[config.mk]
export PLATFORM = sky130hd
export DESIGN_NAME = pcmct_codec_flat
export DESIGN_NICKNAME = d
export VERILOG_FILES = /design/src/design/pcmct_pkg.sv /design/src/design/pcmct_if.sv /design/src/design/pcmct_fifo.sv /design/src/design/pcmct_codec.sv /design/src/flat_wrapper.sv
export VERILOG_INCLUDE_DIRS = /design/src /design/src/design
export SDC_FILE = /design/constraint.sdc
export NUM_CORES = 1
export LEC_CHECK = 0
export BUFFER_PORTS_ARGS = -buffer_cell sky130_fd_sc_hd__buf_2
export CORE_MARGIN = 10
export CORE_UTILIZATION = 61
export DETAILED_ROUTE_END_ITERATION = 8
export PLACE_DENSITY = 0.8
export SYNTH_ARGS = -nofsm -noshare
export SYNTH_HDL_FRONTEND = slang
export SYNTH_SLANG_ARGS = --single-unit
[constraint.sdc]
create_clock -name sys_clk -period 6.1 [get_ports sys_clk]
set_input_delay 1.22 -clock sys_clk [delete_from_list [all_inputs] [get_ports sys_clk]]
set_output_delay 1.22 -clock sys_clk [all_outputs]
set_load 0.02 [all_outputs]
[src/design/pcmct_map.svh]
// Constants for the PCM codec timing and companding block
`ifndef PCMCT_MAP_SVH
`define PCMCT_MAP_SVH
`define PCMCT_LIN_W        13
`define PCMCT_PCM_W        8
`define PCMCT_SIGN_BIT     7
`define PCMCT_CHORD_HI     6
`define PCMCT_CHORD_LO     4
`define PCMCT_STEP_HI      3
`define PCMCT_ZERO_SUPP    8'h02
`define PCMCT_ALAW_XOR     8'h55
`define PCMCT_MULAW_XOR    8'h7F
`define PCMCT_SEQ_KHZ      128
`define PCMCT_FRAME_KHZ    8
`define PCMCT_RATIO_128    11'd16
`define PCMCT_RATIO_1536   11'd192
`define PCMCT_RATIO_1544   11'd193
`define PCMCT_RATIO_2048   11'd256
`define PCMCT_RATIO_2560   11'd320
`define PCMCT_DIV_1536     5'd12
`define PCMCT_DIV_2048     5'd16
`define PCMCT_DIV_2560     5'd20
`define PCMCT_FIFO_DEPTH   8
`endif

[src/design/pcmct_pkg.sv]
// Types shared by both ends of the PCM codec link
package pcmct_pkg;
  typedef enum logic [1:0] {
    PCMCT_LAW_MU_INV  = 2'h0,
    PCMCT_LAW_MU_SM   = 2'h1,
    PCMCT_LAW_A       = 2'h2
  } pcmct_law_t;
  typedef enum logic [2:0] {
    PCMCT_PRE_NONE = 3'h0,
    PCMCT_PRE_128  = 3'h1,
    PCMCT_PRE_1536 = 3'h2,
    PCMCT_PRE_1544 = 3'h3,
    PCMCT_PRE_2048 = 3'h4,
    PCMCT_PRE_2560 = 3'h5
  } pcmct_pre_t;
  typedef enum logic [1:0] {
    PCMCT_RX_IDLE = 2'b00,
    PCMCT_RX_SHIFT = 2'b01,
    PCMCT_RX_DONE = 2'b11
  } pcmct_rx_t;
endpackage

[src/design/pcmct_if.sv]
// Serial PCM highway between codec and highway controller
`timescale 1ns/1ps
interface pcmct_if;
  logic frame_sync_in;
  logic convert_clock_in;
  logic tx_shift_clock;
  logic rx_shift_clock;
  logic shared_data_clock;
  logic tx_word_enable;
  logic rx_word_enable;
  logic tx_serial_out;
  logic tx_serial_oe;
  logic rx_serial_in;
  modport codec (
    input  frame_sync_in, convert_clock_in, tx_shift_clock, rx_shift_clock,
    input  shared_data_clock, tx_word_enable, rx_word_enable, rx_serial_in,
    output tx_serial_out, tx_serial_oe
  );
  modport highway (
    output frame_sync_in, convert_clock_in, tx_shift_clock, rx_shift_clock,
    output shared_data_clock, tx_word_enable, rx_word_enable, rx_serial_in,
    input  tx_serial_out, tx_serial_oe
  );
endinterface

[src/design/pcmct_fifo.sv]
// Parameterised valid/ready FIFO for PCM words
`timescale 1ns/1ps
module pcmct_fifo #(
  parameter int WIDTH = 8,
  parameter int DEPTH = 8
) (
  // Clock and reset
  input  wire logic             sys_clk,
  input  wire logic             resetn,
  // Fill side
  input  wire logic             in_valid,
  output logic                  in_ready,
  input  wire logic [WIDTH-1:0] in_data,
  // Drain side
  output logic                  out_valid,
  input  wire logic             out_ready,
  output logic [WIDTH-1:0]      out_data
);
  localparam int AW = $clog2(DEPTH);
  logic [WIDTH-1:0] mem [DEPTH];
  logic [AW-1:0]    wr_q;
  logic [AW-1:0]    rd_q;
  logic [AW:0]      cnt_q;
  logic             push;
  logic             pop;

  // Handshakes; full and empty follow the occupancy count
  assign in_ready  = (int'(cnt_q) < DEPTH); // Full once DEPTH words are held
  assign out_valid = (cnt_q != '0);
  assign push      = in_valid && in_ready;
  assign pop       = out_valid && out_ready;
  assign out_data  = mem[rd_q];

  // Storage writes
  always_ff @(posedge sys_clk) begin
    if (push) begin
      mem[wr_q] <= in_data;
    end
  end

  // Pointers and count
  always_ff @(posedge sys_clk or negedge resetn) begin
    if (!resetn) begin
      wr_q  <= '0;
      rd_q  <= '0;
      cnt_q <= '0;
    end else begin
      if (push) begin
        wr_q <= (int'(wr_q) == DEPTH - 1) ? '0 : wr_q + 1'b1;
      end
      if (pop) begin
        rd_q <= (int'(rd_q) == DEPTH - 1) ? '0 : rd_q + 1'b1;
      end
      cnt_q <= cnt_q + {{AW{1'b0}}, push} - {{AW{1'b0}}, pop};
    end
  end
endmodule

[src/design/pcmct_codec.sv]
// Codec end: companding, prescaler selection and serial PCM ports
//
// How it works
// - Linear 13-bit to 8-bit PCM, both ways
// - Word is sign, three chord, four step
// - Sixteen equal steps inside each chord
// - Steps carry into chord; chords above 1 double step
// - Mu-255 and A law on both directions
// - Three law settings with inversions and suppression
// - Far end drives 8 kHz frame sync
// - Frame sync period picks convert prescaler
// - Prescale to 128 kHz; 128 kHz passes straight
// - Convert clock is one of five rates
// - Slowest convert clock holds 40-60% duty
// - Separate data clocks run 64 kHz-4.096 MHz
// - On the data side frame sync only places the transmit strobe
// - First enable rise after sync loads word
// - Eight receive falls capture, ninth moves word
// - Asynchronous use derives sync from transmit
// - Option ties frame sync to word enable
// - Option feeds convert clock from transmit clock
// - Option shares one data clock both ways
// - Full build allows bit or byte interleave on transmit; receive takes byte interleave only
`timescale 1ns/1ps
module pcmct_codec #(
  parameter bit SYNC_IS_TX_ENABLE = 1'b0,
  parameter bit CONVERT_IS_TX_CLK = 1'b0,
  parameter bit SHARED_DATA_CLK   = 1'b0
) (
  // Clock and reset
  input  wire logic                   sys_clk,
  input  wire logic                   resetn,
  // Highway link
  pcmct_if.codec                      link,
  // Configuration
  input  wire pcmct_pkg::pcmct_law_t  law_select,
  // Transmit sample from the converter
  input  wire logic [12:0]            tx_linear,
  output logic                        tx_strobe,
  // Receive sample to the converter
  output logic [12:0]                 rx_linear,
  output logic                        rx_linear_valid,
  input  wire logic                   rx_linear_ready,
  // Sequencing
  output logic                        seq_tick,
  output pcmct_pkg::pcmct_pre_t       prescale_sel
);
  import pcmct_pkg::*;
  `include "pcmct_map.svh"

  // Encode: linear two's complement to sign/chord/step
  function automatic logic [7:0] enc_sm(input logic [12:0] lin);
    logic [12:0] full;
    logic [11:0] mag;
    logic [2:0]  chord;
    logic [3:0]  step;
    full  = lin[12] ? 13'(~lin + 13'h0001) : lin;
    mag   = (full > 13'h0FFF) ? 12'hFFF : full[11:0]; // Most negative sample saturates
    chord = 3'h0;
    step  = mag[4:1];
    for (int c = 7; c >= 1; c--) begin
      if (chord == 3'h0 && mag[c+4]) begin
        chord = 3'(c);
        step  = 4'(mag >> c);
      end
    end
    return {~lin[12], chord, step};
  endfunction

  // Decode: sign/chord/step back to linear midpoint
  function automatic logic [12:0] dec_sm(input logic [7:0] w);
    logic [11:0] mag;
    mag = (w[6:4] == 3'h0) ? {7'h00, w[3:0], 1'b1}
                           : 12'(({7'h01, w[3:0], 1'b1}) << (w[6:4] - 3'h1));
    return w[7] ? {1'b0, mag} : 13'(~{1'b0, mag} + 13'h0001);
  endfunction

  // Law formatting applied to sign-magnitude words, both ways
  function automatic logic [7:0] fmt(input logic [7:0] sm, input pcmct_law_t law, input logic tx);
    logic [7:0] w;
    case (law)
      PCMCT_LAW_MU_INV: begin
        w = sm ^ `PCMCT_MULAW_XOR;
        if (tx && w == 8'h00) begin
          w = `PCMCT_ZERO_SUPP;
        end
      end
      PCMCT_LAW_A:  w = sm ^ `PCMCT_ALAW_XOR;
      default:      w = sm;
    endcase
    return w;
  endfunction

  // Clock selection for the build options
  logic tx_clk_src, rx_clk_src, cv_clk_src, sync_src;
  assign tx_clk_src = SHARED_DATA_CLK ? link.shared_data_clock : link.tx_shift_clock;
  assign rx_clk_src = SHARED_DATA_CLK ? link.shared_data_clock : link.rx_shift_clock;
  assign cv_clk_src = CONVERT_IS_TX_CLK ? tx_clk_src : link.convert_clock_in;
  assign sync_src   = SYNC_IS_TX_ENABLE ? link.tx_word_enable : link.frame_sync_in;

  // Edge detection on the sampled pins
  logic txc_q, rxc_q, cvc_q, syn_q, tde_q, rce_q, rxd_q; // Data kept with the clock level it arrived under
  always_ff @(posedge sys_clk or negedge resetn) begin
    if (!resetn) begin
      {txc_q, rxc_q, cvc_q, syn_q, tde_q, rce_q, rxd_q} <= 7'h00;
    end else begin
      {txc_q, rxc_q, cvc_q, syn_q, tde_q, rce_q, rxd_q} <= {tx_clk_src, rx_clk_src, cv_clk_src, sync_src,
        link.tx_word_enable, link.rx_word_enable, link.rx_serial_in};
    end
  end
  logic txc_rise, rxc_fall, cvc_rise, syn_rise, tde_rise, rce_rise;
  assign txc_rise = tx_clk_src & ~txc_q;
  assign rxc_fall = ~rx_clk_src & rxc_q;
  assign cvc_rise = cv_clk_src & ~cvc_q;
  assign syn_rise = sync_src & ~syn_q;
  assign tde_rise = link.tx_word_enable & ~tde_q;
  assign rce_rise = link.rx_word_enable & ~rce_q;

  // Convert cycles per frame pick the divider; odd rates stay on last good choice
  logic [10:0] cv_cnt_q;
  pcmct_pre_t  pre_q;
  always_ff @(posedge sys_clk or negedge resetn) begin
    if (!resetn) begin
      cv_cnt_q <= 11'h000;
      pre_q    <= PCMCT_PRE_NONE;
    end else if (syn_rise) begin
      cv_cnt_q <= {10'h000, cvc_rise};
      case (cv_cnt_q)
        `PCMCT_RATIO_128:  pre_q <= PCMCT_PRE_128;
        `PCMCT_RATIO_1536: pre_q <= PCMCT_PRE_1536;
        `PCMCT_RATIO_1544: pre_q <= PCMCT_PRE_1544;
        `PCMCT_RATIO_2048: pre_q <= PCMCT_PRE_2048;
        `PCMCT_RATIO_2560: pre_q <= PCMCT_PRE_2560;
        default:           pre_q <= pre_q;
      endcase
    end else if (cvc_rise && cv_cnt_q != 11'h7FF) begin
      cv_cnt_q <= cv_cnt_q + 11'h001;
    end
  end
  assign prescale_sel = pre_q;

  // Prescaler to the 128 kHz sequencing tick; 1.544 MHz drops one cycle per frame
  logic [4:0] pre_cnt_q;
  logic [4:0] pre_div;
  logic       seq_q;
  always_comb begin
    case (pre_q)
      PCMCT_PRE_1536, PCMCT_PRE_1544: pre_div = `PCMCT_DIV_1536;
      PCMCT_PRE_2048:                 pre_div = `PCMCT_DIV_2048;
      PCMCT_PRE_2560:                 pre_div = `PCMCT_DIV_2560;
      default:                        pre_div = 5'h01;
    endcase
  end
  always_ff @(posedge sys_clk or negedge resetn) begin
    if (!resetn) begin
      pre_cnt_q <= 5'h00;
      seq_q     <= 1'b0;
    end else begin
      seq_q <= 1'b0;
      if (syn_rise) begin
        // A convert edge on the frame edge opens the new frame; 128 kHz ticks straight through
        pre_cnt_q <= (cvc_rise && pre_div != 5'h01) ? 5'h01 : 5'h00;
        seq_q     <= cvc_rise && pre_q != PCMCT_PRE_NONE && pre_div == 5'h01;
      end else if (cvc_rise && pre_q != PCMCT_PRE_NONE) begin
        if (pre_cnt_q + 5'h01 >= pre_div) begin
          pre_cnt_q <= 5'h00;
          seq_q     <= 1'b1;
        end else begin
          pre_cnt_q <= pre_cnt_q + 5'h01;
        end
      end
    end
  end
  assign seq_tick = seq_q;

  // Transmit: strobe armed by frame sync, fired by next enable rise
  logic       armed_q, strobe_q;
  logic [7:0] tx_sr_q;
  logic       tx_bit_q;
  logic [7:0] tx_word;
  assign tx_word = fmt(enc_sm(tx_linear), law_select, 1'b1);
  always_ff @(posedge sys_clk or negedge resetn) begin
    if (!resetn) begin
      armed_q  <= 1'b0;
      strobe_q <= 1'b0;
      tx_sr_q  <= 8'h00;
      tx_bit_q <= 1'b0;
    end else begin
      strobe_q <= 1'b0;
      if (syn_rise) begin
        armed_q <= 1'b1;
      end
      if (tde_rise && (armed_q || syn_rise)) begin
        armed_q  <= 1'b0;
        strobe_q <= 1'b1;
        tx_sr_q  <= tx_word;
        tx_bit_q <= tx_word[7];
      end else if (link.tx_word_enable && txc_rise) begin
        // First rise repeats the sign; the word rotates so it may be read again, and gating allows bit interleave
        tx_bit_q <= tx_sr_q[7];
        tx_sr_q  <= {tx_sr_q[6:0], tx_sr_q[7]};
      end
    end
  end
  assign tx_strobe          = strobe_q;
  assign link.tx_serial_out = tx_bit_q;
  assign link.tx_serial_oe  = link.tx_word_enable;

  // Receive shifter
  pcmct_rx_t  rx_st_q;
  logic [3:0] rx_cnt_q;
  logic [7:0] rx_sr_q;
  logic       rx_push;
  logic [7:0] rx_word_q;
  logic       rx_ready;
  always_ff @(posedge sys_clk or negedge resetn) begin
    if (!resetn) begin
      rx_st_q   <= PCMCT_RX_IDLE;
      rx_cnt_q  <= 4'h0;
      rx_sr_q   <= 8'h00;
      rx_word_q <= 8'h00;
    end else begin
      case (rx_st_q)
        PCMCT_RX_IDLE: begin
          if (rce_rise) begin
            rx_st_q  <= PCMCT_RX_SHIFT;
            rx_cnt_q <= 4'h0;
          end
        end
        PCMCT_RX_SHIFT: begin
          if (rxc_fall) begin
            if (rx_cnt_q == 4'h8) begin
              rx_word_q <= fmt(rx_sr_q, law_select, 1'b0);
              rx_st_q   <= PCMCT_RX_DONE;
            end else begin
              rx_sr_q  <= {rx_sr_q[6:0], rxd_q};
              rx_cnt_q <= rx_cnt_q + 4'h1;
            end
          end
        end
        PCMCT_RX_DONE: begin
          if (rx_ready) begin
            rx_st_q <= PCMCT_RX_IDLE;
          end
        end
        default: rx_st_q <= PCMCT_RX_IDLE;
      endcase
    end
  end
  assign rx_push = (rx_st_q == PCMCT_RX_DONE);

  // Decode buffer; a stalled converter holds the shifter in its done state
  logic [7:0] fifo_word;
  pcmct_fifo #(.WIDTH(8), .DEPTH(`PCMCT_FIFO_DEPTH)) u_rx_buf (
    .sys_clk   (sys_clk),
    .resetn    (resetn),
    .in_valid  (rx_push),
    .in_ready  (rx_ready),
    .in_data   (rx_word_q),
    .out_valid (rx_linear_valid),
    .out_ready (rx_linear_ready),
    .out_data  (fifo_word)
  );
  assign rx_linear = dec_sm(fifo_word);
endmodule

[src/flat_wrapper.sv]
// flat-port wrapper written by rule: the top's interface ports become plain ports
module pcmct_codec_flat import pcmct_pkg::*;
#(
  parameter bit SYNC_IS_TX_ENABLE = 1'b0,
  parameter bit CONVERT_IS_TX_CLK = 1'b0,
  parameter bit SHARED_DATA_CLK   = 1'b0
)
  (sys_clk, resetn, law_select, tx_linear, tx_strobe, rx_linear, rx_linear_valid, rx_linear_ready, seq_tick, prescale_sel, link_frame_sync_in, link_convert_clock_in, link_tx_shift_clock, link_rx_shift_clock, link_shared_data_clock, link_tx_word_enable, link_rx_word_enable, link_rx_serial_in, link_tx_serial_out, link_tx_serial_oe);
  pcmct_if link_i ();
  input  wire logic sys_clk;
  input  wire logic resetn;
  input  wire pcmct_pkg::pcmct_law_t law_select;
  input  wire logic [12:0] tx_linear;
  output logic tx_strobe;
  output logic [12:0] rx_linear;
  output logic rx_linear_valid;
  input  wire logic rx_linear_ready;
  output logic seq_tick;
  output pcmct_pkg::pcmct_pre_t prescale_sel;
  input wire logic [$bits(link_i.frame_sync_in)-1:0] link_frame_sync_in;
  input wire logic [$bits(link_i.convert_clock_in)-1:0] link_convert_clock_in;
  input wire logic [$bits(link_i.tx_shift_clock)-1:0] link_tx_shift_clock;
  input wire logic [$bits(link_i.rx_shift_clock)-1:0] link_rx_shift_clock;
  input wire logic [$bits(link_i.shared_data_clock)-1:0] link_shared_data_clock;
  input wire logic [$bits(link_i.tx_word_enable)-1:0] link_tx_word_enable;
  input wire logic [$bits(link_i.rx_word_enable)-1:0] link_rx_word_enable;
  input wire logic [$bits(link_i.rx_serial_in)-1:0] link_rx_serial_in;
  output wire logic [$bits(link_i.tx_serial_out)-1:0] link_tx_serial_out;
  output wire logic [$bits(link_i.tx_serial_oe)-1:0] link_tx_serial_oe;
  assign link_i.frame_sync_in = link_frame_sync_in;
  assign link_i.convert_clock_in = link_convert_clock_in;
  assign link_i.tx_shift_clock = link_tx_shift_clock;
  assign link_i.rx_shift_clock = link_rx_shift_clock;
  assign link_i.shared_data_clock = link_shared_data_clock;
  assign link_i.tx_word_enable = link_tx_word_enable;
  assign link_i.rx_word_enable = link_rx_word_enable;
  assign link_i.rx_serial_in = link_rx_serial_in;
  assign link_tx_serial_out = link_i.tx_serial_out;
  assign link_tx_serial_oe = link_i.tx_serial_oe;
  pcmct_codec #(.SYNC_IS_TX_ENABLE(SYNC_IS_TX_ENABLE), .CONVERT_IS_TX_CLK(CONVERT_IS_TX_CLK), .SHARED_DATA_CLK(SHARED_DATA_CLK)) u_core (.sys_clk(sys_clk), .resetn(resetn), .link(link_i), .law_select(law_select), .tx_linear(tx_linear), .tx_strobe(tx_strobe), .rx_linear(rx_linear), .rx_linear_valid(rx_linear_valid), .rx_linear_ready(rx_linear_ready), .seq_tick(seq_tick), .prescale_sel(prescale_sel));
endmodule
Yosys cells after proc, flatten, opt, wreduce, memory -nomap -nowiden
Memory sizes are Yosys's and may differ from the RTL's.
Index checks and enable logic that the tools add are counted.
{"block": "classes", "n_addsub": 10, "n_eq_ne": 23, "n_reduce_logical": 39, "magnitude_cmp": 3, "muxes": 52, "mul": 0, "div": 0, "bitwise_logic": 20, "shifts": 1}
{"operator": "$mux 4", "n": 10}
{"operator": "$mux 3", "n": 9}
{"operator": "$add 13x1->13 const B", "n": 2}
{"operator": "$mux 13", "n": 2}
{"operator": "$mux 12", "n": 2}
{"operator": "$mux 8", "n": 3}
{"operator": "$eq 11x8->1 const B", "n": 2}
{"operator": "$eq 11x9->1 const B", "n": 2}
{"operator": "$mux 11", "n": 2}
{"operator": "$logic_not 3->1", "n": 7}
{"operator": "$pmux 8 s2", "n": 1}
{"operator": "$mux 5", "n": 3}
{"operator": "$pmux 3 s5", "n": 1}
{"operator": "$pmux 5 s3", "n": 1}
{"operator": "$logic_and 1x1->1", "n": 14}
{"operator": "$not 7->7", "n": 2}
{"operator": "$pmux 7 s2", "n": 1}
{"operator": "$gt 13x12->1 const B", "n": 1}
{"operator": "$not 12->13", "n": 1}
{"operator": "$not 13->13", "n": 1}
{"operator": "$shl 6x3->12", "n": 1}
{"operator": "$add 11x1->11 const B", "n": 1}
{"operator": "$eq 11x5->1 const B", "n": 1}
{"operator": "$mux 1", "n": 11}
{"operator": "other kinds (36)", "n": 67}
{"block": "word_totals", "out_inout_bits": 21, "mem_bits_ro": 0, "ramBits": 64, "wordCells": 171, "n_memories": 1, "latchBits": 0, "regBits": 70}
{"memory": "u_core.u_rx_buf.mem", "depth": 8, "width": 8, "rd": 1, "rd_clocked_by_memory_dff": 0, "write_ports": 1, "line": "pcmct_fifo.sv:20", "text": "logic [WIDTH-1:0] mem [DEPTH];"}

Logic depth before layout (Yosys ltp)
Gate-level depths: netlist (run 1).
{"block": "logic_depth", "ltp_word": 29, "depth_mapped": 15, "depth_no_buf": 12}

Cells and area by module
Synthesis (run 1) repeated with hierarchy kept, for this count alone.
{"block": "hier_totals", "cells_unflattened": 642, "hier_area_um2": 7352.1}
{"mod": "pcmct_codec", "seq_area_each_um2": 1501.4, "instances": 1, "area_per_inst_um2": 4276.6, "cells_each": 492}
{"mod": "pcmct_fifo", "seq_area_each_um2": 2172.1, "instances": 1, "area_per_inst_um2": 3075.4, "cells_each": 150}

Worst setup path before layout (run 1)
Ideal clock, no wire load.
{"block": "synth_timing", "path_kind": "register to output", "start": "register u_core.u_rx_buf.rd_q[0]", "end": "output port rx_linear[9]", "stages_incl_launch_ff": 15, "t_arrival_ns": 4.143, "n_path_buf": 3, "setup_slack_ns": 0.737, "path_cell_list": "dfrtp_1 -> clkbuf_1 -> buf_1 -> mux4_2 -> mux2i_1 -> ha_1 -> ha_1 -> clkbuf_1 -> inv_1 -> and3_1 -> a32oi_1 -> nand2_1 -> or4_1 -> o31ai_2 -> xor2_1"}
{"block": "synth_between", "elab_chain_len": 7, "elab_cells_between_ends": 8, "classes_between": "2 x add/sub; 1 x shift; 2 x mux; 1 x bitwise; 1 x reduce/logical; 1 x memory"}
{"element": "start, declared", "line": "pcmct_fifo.sv:22", "text": "logic [AW-1:0] rd_q;"}
{"element": "start signal, assigned", "line": "pcmct_fifo.sv:52", "text": "rd_q <= (int'(rd_q) == DEPTH - 1) ? '0 : rd_q + 1'b1;"}
{"element": "$mem_v2 8x8 (*)"}
{"element": "$sub 3x1->3", "line": "pcmct_codec.sv:74", "text": ": 12'(({7'h01, w[3:0], 1'b1}) << (w[6:4] - 3'h1));"}
{"element": "$shl 6x3->12", "line": "pcmct_codec.sv:74"}
{"element": "$mux 12", "line": "pcmct_codec.sv:73", "text": "mag = (w[6:4] == 3'h0) ? {7'h00, w[3:0], 1'b1}"}
{"element": "$not 12->13", "line": "pcmct_codec.sv:75", "text": "return w[7] ? {1'b0, mag} : 13'(~{1'b0, mag} + 13'h0001);"}
{"element": "$add 13x1->13", "line": "pcmct_codec.sv:75"}
{"element": "$mux 13 (*)", "line": "pcmct_codec.sv:75"}
{"element": "end, declared", "line": "flat_wrapper.sv:15", "text": "output logic [12:0] rx_linear;"}
Every way passes the cells marked *; elsewhere a longest branch is shown, timed or not.

Worst setup path after layout (run 1)
{"block": "layout_timing", "start": "register u_core.u_rx_buf.rd_q[2]", "end": "output port rx_linear[12]"}
Same word-level chain as after synthesis.

==> results of run 1 <==
## worst paths after layout
path | end | slack, ns | depth (start not counted)
max | rx_linear[12] | 0.43 | 12
min | u_core.rx_sr_q[0]$_DFFE_PN0P_ | 0.44 | 2
max reg2reg | u_core.pre_cnt_q[0]$_DFFE_PN0P_ | 3.51 | 9
min reg2reg | u_core.rx_sr_q[0]$_DFFE_PN0P_ | 0.44 | 2
max in group asynchronous | u_core.cv_cnt_q[5]$_DFFE_PN0P_ | 4.52 | 2
min in group asynchronous | u_core.u_rx_buf.cnt_q[0]$_DFF_PN0_ | 0.98 | 2
## state kept, by name (all words and copies together), names as in the netlist, 2 cells and up
name                   count
u_core.rx_word_q           8
u_core.u_rx_buf.rd_q       3
u_core.rx_cnt_q            4
u_core.u_rx_buf.cnt_q      4
u_core.tx_sr_q             8
u_core.rx_st_q             2
u_core.u_rx_buf.mem       64
u_core.rx_sr_q             8
u_core.u_rx_buf.wr_q       3
u_core.prescale_sel        3
u_core.pre_cnt_q           5
u_core.cv_cnt_q           11
## Yosys cell counts, drive strengths merged, types with 3 or more instances
master / instances
dfrtp: 70
a21boi: 4
nor3: 14
a211oi: 5
nand2: 81
mux2i: 16
ha: 24
edfxtp: 64
o21ai: 40
o221ai: 3
o22ai: 3
o211ai: 8
nor4: 5
nor2: 57
buf: 7
or4: 6
o31ai: 4
clkbuf: 21
nand4: 9
or3: 5
nand3: 16
nand2b: 7
nor3b: 6
xor2: 18
inv: 24
o311ai: 4
a31oi: 5
and2: 5
nand3b: 4
a211o: 3
a21o: 4
mux2: 15
mux4: 17
xnor2: 20
nor2b: 12
or2: 4
and3: 4
a21oi: 23
## metrics by stage
step           area, sq um  hold slack [ns]  setup WS, ns  util, %  std cells
6_report              8370            0.444         0.434     70.0        873
3_5_place_dp          7760            0.434         0.945     64.8        841
5_1_grt               8370            0.479        0.0347     70.0        873
4_1_cts               8370            0.448         0.450     70.0        873
2_1_floorplan         7410            0.414         0.737        -        668
3_3_place_gp          7760            0.425          1.04     64.8        841
## per-layer routing
layer  wire length (microns)  GRT usage [%]  share of wire [%]  vias up
met2                    8420           35.3                 53      172
li1                        -              -                  -     2557
met4                     163           5.22                1.0        0
met3                     771           5.19                4.8       22
met5                       0              0                  0        -
met1                    6570           23.2                 41     2713
## worst max-delay path, stage by stage (launching register included)
cell and delay (ns):
dfrtp_1 0.80, mux4_2 0.47, mux2i_4 0.27, ha_1 0.23, ha_1 0.40, nor2_1 0.35, a21oi_1 0.08, o311ai_1 0.14
nand2_1 0.13, nor4_1 0.52, nor3b_1 0.31, a21boi_0 0.15, buf_2 0.18
## power breakdown
group	internal, mW	switching (mW)	total (mW)
logic	0.916	1.40	2.32
registers	1.12	0.177	1.29
clock network	0.656	0.388	1.04
## layout make-up
cell class,instances,area share (%)
tap,147,2.20
multi-input combinational,482,42.0
timing repair buffer,54,3.50
clock buffer,18,5.25
inverter,24,1.08
sequential,134,43.9
clock inverter,14,2.06
## logic make-up (layout without fill, tap and decap cells)
family / count (synthesis) / after routing / share of synthesized area, %
AOI/OAI and AO/OA: 130 / 130 / 13.0
and+or+nand+nor: 241 / 241 / 15.9
buffers and inverters: 52 / 110 / 2.92
muxes: 48 / 48 / 9.78
xor gates and xnor gates: 38 / 38 / 4.49
DFF: 134 / 134 / 49.6
adders and majority gates: 25 / 25 / 4.33
==> reports/qor.csv, run 1 <==
stage,metric,value,unit
layout,ANT cells,0,
clocking,CTS tree,yes,
placed_design,port buffer count,45,
layout,filler cell count,823,
worst_setup_path,CP Class,register to output pin,
synth,Gate Count Post-Synth,668,
clocking,Clock Path Buffers,2,
layout,nets@finish,764,
synth,Post-Synthesis Cell Area,0.00741,sq mm
worst_setup_path,FF-to-FF Start,u_core.pre_cnt_q[0]$_DFFE_PN0P_,
worst_setup_path,CP endpoint kind,output pin,
clocking,CTS buffer count,17,
clocking,clk_lat worst skew,0.42,ns
synth,Synthesized Nets,719,
grt,Total GRT Usage,19.8,%
layout,register area,0.00367,sq mm
timing,crit path time final,5.67,ns
worst_setup_path,Startpoint Class,register,
grt,total grt overflow,0,
clocking,post_cts resized,0,
synth,Area contributors post-synth,"edfxtp_1, dfrtp_1, mux4_2",
status,status,finished clean,
placed_design,hpwl dp,10800,microns
timing,Tightest Pin Transition,1.12,ns
power,Worst VDD drop,0.424,mV
worst_setup_path,CP Data Required Time,4.88,ns
drt,Final ANT Viol Nets,0,
grt,first-pass GRT wire length,26600,microns
clocking,"Reg clk slew, reported paths",0.06,ns
timing,setup TNS,0,ns
drt,WL/cell,18.2,microns
timing,Final Max Tran Viols,0,
timing,RSZ-0062 raised after global routing,false,
clocking,postcts setup bufs,0,
synth,Yosys reg bits,134,
grt,largest net degree at the start of global routing,71,
power,post-layout total power,4.66,mW
grt,number of global-route vias before repair,5418,
floorplan,IO Count,47,
floorplan,full die area,0.0169,sq mm
drt,DRT Wirelength,15900,microns
floorplan,Die X,130,microns
layout,area occupied by multi-input gates,0.00352,sq mm
floorplan,Core Footprint,0.0120,sq mm
grt,initial antenna violation count,0,
layout,"commonest non-fill, non-tap cells in the layout","nand2_1, dfrtp_1, edfxtp_1, nor2_1, buf_2",
timing,fmax,176,MHz
synth,part of the Yosys area used for sequential elements,49.6,%
power,leakage,3.48,nW
layout,"commonest non-fill, non-tap cell in the layout",nand2_1,
drt,vias per inst,6.26,
flow_run,Max-cap violations,0,
floorplan,Starting Density,61.9,%
clocking,Clock Sinks,134,
drt,vias,5464,
timing,clk_skew,0.00736,ns
worst_setup_path,Crit Path Max Fanout,15,
power,cell area power density,556,mW/mm^2
synth,yosys warns,0,
timing,post-route clock period utilization,92.9,%
layout,P&R area growth vs syn,13.0,%
layout,layout cells sized above 1,19.7,%
placed_design,GPL Wtd Cong,0.880,
worst_setup_path,Critical Path AT,4.45,ns
clocking,H-tree levels,4,
worst_setup_path,Worst Setup SP,u_core.u_rx_buf.rd_q[2]$_DFFE_PN0P_,
clocking,CTS Hold Bufs,0,
min_path,Hold Crit Start,u_core.rxd_q$_DFF_PN0_,
clocking,Root Driver,clkbuf_16,
timing,Final Hold Fails,0,
floorplan,Die Ht,130,microns
synth,syn avg cell area,11.1,sq um
drt,router iterations before antenna repair,5,
synth,Post-synth EDFFs,64,
synth,Synth Flop Type,dfrtp_1,
min_path,Hold Path Class,register to register,
floorplan,Rows,40,
drt,Iter 0 DRT Violations,449,
synth,Async SR Flop Fraction,52.2,%
synth,biggest area consumer among synthesized cells,edfxtp_1,
drt,DRC viols,0,
timing,final setup fails,0,
timing,Worst slew margin,23.0,%
synth,top-area cell type share of the netlist area,26.0,%
synth,Netlist cell types,83,
(Power assumes the default switching activity.)
==> run 2, diff against run 1 <==
ABC_AREA = 1   (was default)
SLEW_MARGIN = 20   (was default)
==> run 2 against run 1 <==
  * Register-to-register slack improved by 0.14 ns
  * Cell count rose by 24%
  * Synthesized cell count rose by 31%
  * Clock skew fell by 0.0010 ns
  * Combinational power rose by 9.1%
  * Count of clock-buffer cells in the layout did not move
  * Setup slack improved by 0.36 ns
  * Flip-flop and latch count did not move
  * Synthesized area rose by 0.81%
  * Critical path type unchanged
  * Critical endpoint is now rx_linear[10]
  * Largest cell class unchanged
==> reports/qor.csv, run 2 <==
stage,metric,value,unit
layout,biggest regs,"u_core.u_rx_buf.mem x64, u_core.cv_cnt_q x11",
synth,top-area cell type share of the netlist area,25.7,%
grt,total grt overflow,0,
timing,final setup fails,0,
timing,setup TNS,0,ns
grt,first-pass GRT wire length,26200,microns
layout,"commonest non-fill, non-tap cells in the layout","nand2_1, inv_1, nor2_1, o21ai_0, dfrtp_1",
drt,WL/cell,13.8,microns
floorplan,IO Count,47,
power,cell area power density,572,mW/mm^2
status,status,finished clean,
drt,Iter 0 DRT Violations,246,
synth,Area contributors post-synth,"edfxtp_1, dfrtp_1, nand2_1",
placed_design,port buffer count,45,
timing,RSZ-0062 raised after global routing,false,
drt,router iterations before antenna repair,6,
clocking,"Reg clk slew, reported paths",0.06,ns
worst_setup_path,Critical Path AT,4.08,ns
clocking,clk_lat worst skew,0.42,ns
synth,Post-synth EDFFs,64,
placed_design,hpwl dp,10700,microns
synth,syn avg cell area,8.53,sq um
worst_setup_path,CP endpoint kind,output pin,
placed_design,GPL Wtd Cong,0.931,
layout,layout cells sized above 1,14.0,%
clocking,CTS Hold Bufs,0,
floorplan,Die X,131,microns
clocking,CTS tree,yes,
clocking,postcts setup bufs,0,
flow_run,Max-cap violations,0,
power,leakage,3.88,nW
grt,Total GRT Usage,19.1,%
clocking,Root Driver,clkbuf_16,
synth,Async SR Flop Fraction,52.2,%
layout,nets@finish,977,
timing,hold_ws,0.487,ns
layout,"commonest non-fill, non-tap cell in the layout",nand2_1,
floorplan,Rows,40,
synth,Yosys reg bits,134,
worst_setup_path,Startpoint Class,register,
clocking,Clock Sinks,134,
drt,Final ANT Viol Nets,0,
timing,Worst slew margin,39.1,%
grt,largest net degree at the start of global routing,71,
grt,number of global-route vias before repair,5858,
clocking,CTS buffer count,17,
synth,yosys warns,0,
synth,Post-synth top cells,"nand2_1, inv_1, nor2_1",
power,post-layout total power,4.81,mW
power,sequential share of power,26.6,%
drt,DRT Wirelength,15000,microns
clocking,post_cts resized,0,
layout,filler cell count,952,
synth,Synthesized Nets,926,
synth,Post-Synthesis Cell Area,0.00747,sq mm
worst_setup_path,CP Data Required Time,4.88,ns
worst_setup_path,CP Class,register to output pin,
layout,most flop-heavy register,u_core.u_rx_buf.mem,
timing,post-route clock period utilization,86.9,%
timing,Final Max Tran Viols,0,
timing,Tightest Pin Transition,0.911,ns
power,Worst VDD drop,0.335,mV
synth,Gate Count Post-Synth,875,
layout,ANT cells,0,
floorplan,Starting Density,62.2,%
drt,vias per inst,5.43,
power,net switching power,2.21,mW
timing,clk_skew,0.00635,ns
grt,initial antenna violation count,0,
floorplan,Die Ht,131,microns
layout,Final Non-Filler Cells,1086,
power,clock network power share,20.7,%
synth,most common cell in the synthesized netlist,nand2_1,
floorplan,Core Footprint,0.0120,sq mm
synth,Netlist cell types,49,
timing,Final Hold Fails,0,
min_path,hold depth,1,
layout,P&R area growth vs syn,12.5,%
synth,part of the Yosys area used for sequential elements,49.2,%
timing,crit path time final,5.30,ns
placed_design,Cells after DPL,1054,
drt,DRC viols,0,
power,Pint,2.59,mW
power,Sw Ratio,46.0,%
worst_setup_path,Crit Path Max Fanout,20,
layout,max reg flops,64,
floorplan,full die area,0.0171,sq mm
min_path,Hold Path Class,register to register,
timing,fmax,189,MHz
worst_setup_path,R2R depth,5,
synth,Synth Flop Type,dfrtp_1,
synth,biggest area consumer among synthesized cells,edfxtp_1,
power,combinational fraction of design power,52.7,%
clocking,H-tree levels,4,
drt,vias,5899,
clocking,Clock Path Buffers,2,
run 2: changes by cell type in the layout (fill, tap and decap cells not counted), moves of 17 or more:
cell,previous run,this run
inv_1,23,110
mux4_2,17,0
nand2_1,80,171
nand3_1,16,49
nor2_1,57,109
o21ai_0,33,83
o21ai_1,4,24
run 2: kinds of logic after synthesis:
family,share of synthesized area [%]
multiplexers,0.436
XOR/XNOR,2.93
flip-flops,49.2
adder cells (fa/ha/maj),4.29
AND/OR/NAND/NOR,23.5
buffers and inverters,7.47
AO/OA/AOI/OAI,12.2
run 2: final timing paths:
path	end	from	slack [ns]
min in group asynchronous	u_core.rx_cnt_q[0]$_DFFE_PN0P_	resetn	0.92
max in group asynchronous	u_core.cv_cnt_q[1]$_DFFE_PN0P_	resetn	4.60
hold / removal	u_core.cv_cnt_q[4]$_DFFE_PN0P_	u_core.cv_cnt_q[3]$_DFFE_PN0P_	0.49
setup reg to reg	u_core.u_rx_buf.mem[6][0]$_DFFE_PP_	u_core.rx_st_q[1]$_DFFE_PN0P_	3.65
setup / recovery	rx_linear[10]	u_core.u_rx_buf.rd_q[1]$_DFFE_PN0P_	0.80
hold reg to reg	u_core.cv_cnt_q[4]$_DFFE_PN0P_	u_core.cv_cnt_q[3]$_DFFE_PN0P_	0.49
run 2: cell type report:
type	instances	area (sq um)	area share, %
clock inverters	14	139	1.65
flip-flops and latches	134	3670	43.7
multi-input cells	604	3230	38.5
repair buffers	51	273	3.25
well taps	147	184	2.19
inverters	118	443	5.27
clock buffers	18	450	5.36
run 2: stage by stage:
stage | cell area (sq um) | worst slack [ns] | util (%)
2_1_floorplan | 7470 | 1.46 | -
3_3_place_gp | 7810 | 1.32 | 65.0
3_5_place_dp | 7810 | 1.24 | 65.0
4_1_cts | 8400 | 0.771 | 69.9
5_1_grt | 8400 | 0.295 | 69.9
6_report | 8400 | 0.797 | 69.9
run 2: power by group through the flow:
| stage | Sequential [mW] | Clock, mW | Combinational, mW |
|---|---|---|---|
| 2_1_floorplan | 1.23 | 0 | 1.93 |
| 3_3_place_gp | 1.28 | 0 | 2.49 |
| 3_5_place_dp | 1.29 | 0 | 2.55 |
| 4_1_cts | 1.27 | 1.01 | 2.56 |
| 5_1_grt | 1.30 | 1.05 | 2.89 |
| 6_report | 1.28 | 0.995 | 2.53 |
run 2: per-layer routing:
metal,vias to the layer above,share of wire [%],global-route usage [%]
met5,-,0,0
met4,0,1.9,7.00
met3,31,4.1,4.47
met2,110,51,34.0
met1,2749,43,21.9
li1,3009,-,-
run 2: worst max-delay path, stage by stage, from the launching register on:
cell and delay [ns]:
dfrtp_1 0.62, inv_1 0.49, o21ai_0 0.16, o221ai_1 0.19
o21ai_0 0.17, ha_1 0.25, ha_1 0.30, inv_1 0.05
nor2_1 0.24, nand3_1 0.17, o21ai_0 0.11, inv_1 0.07
ha_1 0.19, nand3_1 0.08, nor2_1 0.07, nand3_1 0.08
nand2_1 0.07, nand2_1 0.09, nand2_1 0.05, nand2_1 0.05
buf_2 0.15
==> run 3, diff against run 2 <==
CELL_PAD_IN_SITES_DETAIL_PLACEMENT = 0   (was default)
CELL_PAD_IN_SITES_GLOBAL_PLACEMENT = 1   (was default)
CORE_UTILIZATION = 47   (was 61)
PLACE_DENSITY = default   (was 0.8)
PLACE_DENSITY_LB_ADDON = 0.1   (was default)
==> run 3 against run 2 <==
  * Setup slack improved by 0.048 ns
  * Sequential power hardly changed
  * First-iteration DRC count up 35%
  * Register-to-register slack worse by 0.05 ns
  * Non-clock buffer count fell by 1
==> reports/qor.csv, run 3 (synthesized netlist as in run 2, its figures left out) <==
stage,metric,value,unit
min_path,Hold Path Class,register to register,
floorplan,Core Footprint,0.0157,sq mm
clocking,CTS buffer count,17,
power,Sw Ratio,44.3,%
grt,total grt overflow,0,
power,Pint,2.72,mW
timing,crit path time final,5.25,ns
drt,DRC viols,0,
drt,vias,5811,
timing,post-route clock period utilization,86.1,%
clocking,CTS tree,yes,
timing,RSZ-0062 raised after global routing,false,
power,net switching power,2.16,mW
layout,biggest regs,"u_core.u_rx_buf.mem x64, u_core.cv_cnt_q x11",
timing,Final Max Tran Viols,0,
power,clock network power share,22.1,%
power,combinational fraction of design power,51.7,%
clocking,"Reg clk slew, reported paths",0.06,ns
drt,WL/cell,13.8,microns
layout,nets@finish,976,
clocking,postcts setup bufs,0,
clocking,Root Driver,clkbuf_16,
drt,router iterations before antenna repair,5,
worst_setup_path,CP Data Required Time,4.88,ns
clocking,clk_lat worst skew,0.41,ns
worst_setup_path,register-to-register setup slack,3.60,ns
clocking,H-tree levels,4,
grt,first-pass GRT wire length,26800,microns
layout,max reg flops,64,
clocking,Clock Path Buffers,2,
timing,Final Hold Fails,0,
layout,layout cells sized above 1,13.4,%
floorplan,Die X,146,microns
grt,Total GRT Usage,15.1,%
layout,P&R area growth vs syn,14.0,%
timing,Worst Slack Setup Final,0.846,ns
status,status,finished clean,
drt,Final ANT Viol Nets,0,
timing,fmax,190,MHz
floorplan,full die area,0.0213,sq mm
worst_setup_path,Crit Path Max Fanout,19,
layout,ANT cells,0,
placed_design,hpwl dp,11300,microns
layout,"commonest non-fill, non-tap cell in the layout",nand2_1,
power,cell area power density,574,mW/mm^2
clocking,CTS Hold Bufs,0,
placed_design,GPL Wtd Cong,0.841,
clocking,Clock Sinks,134,
timing,Tightest Pin Transition,0.935,ns
floorplan,Rows,46,
placed_design,port buffer count,45,
grt,largest net degree at the start of global routing,71,
drt,Iter 0 DRT Violations,332,
flow_run,Max-cap violations,0,
worst_setup_path,Startpoint Class,register,
floorplan,IO Count,47,
timing,Worst slew margin,37.5,%
grt,initial antenna violation count,0,
grt,number of global-route vias before repair,5591,
floorplan,Starting Density,47.5,%
worst_setup_path,Critical Path AT,4.03,ns
layout,most flop-heavy register,u_core.u_rx_buf.mem,
drt,vias per inst,5.04,
clocking,post_cts resized,0,
power,sequential share of power,26.1,%
timing,clk_skew,0.00529,ns
drt,DRT Wirelength,15900,microns
worst_setup_path,CP endpoint kind,output pin,
power,Worst VDD drop,0.587,mV
power,leakage,3.91,nW
layout,"commonest non-fill, non-tap cells in the layout","nand2_1, inv_1, nor2_1, o21ai_0, dfrtp_1",
timing,setup TNS,0,ns
floorplan,Die Ht,146,microns
worst_setup_path,CP Class,register to output pin,
placed_design,Setup Slack @ Placement,1.26,ns
timing,final setup fails,0,
[run 3: cell count changes in the layout (fill, tap and decap cells not counted), sizes merged]
cell / delta
clkinv: +4
bufinv: +4
buf: -1
inv: -6
clkinvlp: -4
clkbuf: +2
[run 3: worst max-delay path, stage by stage (launching register included)]
cell and delay (ns):
dfrtp_1 0.63, inv_2 0.39, nand2_1 0.09, nand2_1 0.07
nand2_1 0.04, o21ai_0 0.09, inv_1 0.09, nand2_1 0.07
o21ai_2 0.11, ha_1 0.26, ha_1 0.30, inv_1 0.05
nor2_1 0.24, nand3_1 0.15, o21ai_0 0.09, inv_1 0.07
ha_1 0.20, nand3_1 0.08, nor2_1 0.06, a21oi_1 0.17
xor2_1 0.16, buf_2 0.18
[run 3: worst paths after layout]
check | startpoint | to | depth (start not counted)
max in group asynchronous | resetn | u_core.u_rx_buf.rd_q[2]$_DFFE_PN0P_ | 1
hold / removal | u_core.rxd_q$_DFF_PN0_ | u_core.rx_sr_q[0]$_DFFE_PN0P_ | 1
setup reg to reg | u_core.rx_st_q[1]$_DFFE_PN0P_ | u_core.u_rx_buf.mem[4][4]$_DFFE_PP_ | 5
min in group asynchronous | resetn | u_core.seq_tick$_DFF_PN0_ | 1
hold reg to reg | u_core.rxd_q$_DFF_PN0_ | u_core.rx_sr_q[0]$_DFFE_PN0P_ | 1
setup / recovery | u_core.u_rx_buf.rd_q[0]$_DFFE_PN0P_ | rx_linear[6] | 21
[run 3: metal layers]
layer	wire [microns]	share of wire [%]	vias up	GRT usage [%]
met5	0	0	-	0
met4	194	1.2	0	4.35
met3	495	3.1	16	3.49
met2	7960	50	91	25.8
met1	7280	46	2697	18.6
li1	-	-	3007	-
[run 3: power by group through the flow]
| stage | Clock, mW | Combinational, mW | Sequential [mW] |
|---|---|---|---|
| 2_1_floorplan | 0 | 1.93 | 1.23 |
| 3_3_place_gp | 0 | 2.53 | 1.28 |
| 3_5_place_dp | 0 | 2.56 | 1.29 |
| 4_1_cts | 1.10 | 2.57 | 1.28 |
| 5_1_grt | 1.14 | 2.87 | 1.30 |
| 6_report | 1.08 | 2.53 | 1.28 |
[run 3: final cells by class]
type                    count  area (sq um)
inverters                 118           443
clock inverters            12           183
well taps                 216           270
repair buffers             50           265
multi-input cells         604          3240
clock buffers              20           437
flip-flops and latches    134          3670
fillers                  1462          7200
[run 3: per-stage QoR]
| step | total power, mW | area, sq um | utilization [%] | hold slack (ns) | instances |
|---|---|---|---|---|---|
| floorplan | 3.17 | 7470 | - | 0.444 | 875 |
| global placement | 3.81 | 7890 | 50.2 | 0.459 | 1122 |
| detailed placement | 3.85 | 7890 | 50.2 | 0.463 | 1122 |
| CTS | 4.94 | 8510 | 54.2 | 0.481 | 1154 |
| global route | 5.32 | 8510 | 54.2 | 0.496 | 1154 |
| finish | 4.88 | 8510 | 54.2 | 0.475 | 1154 |
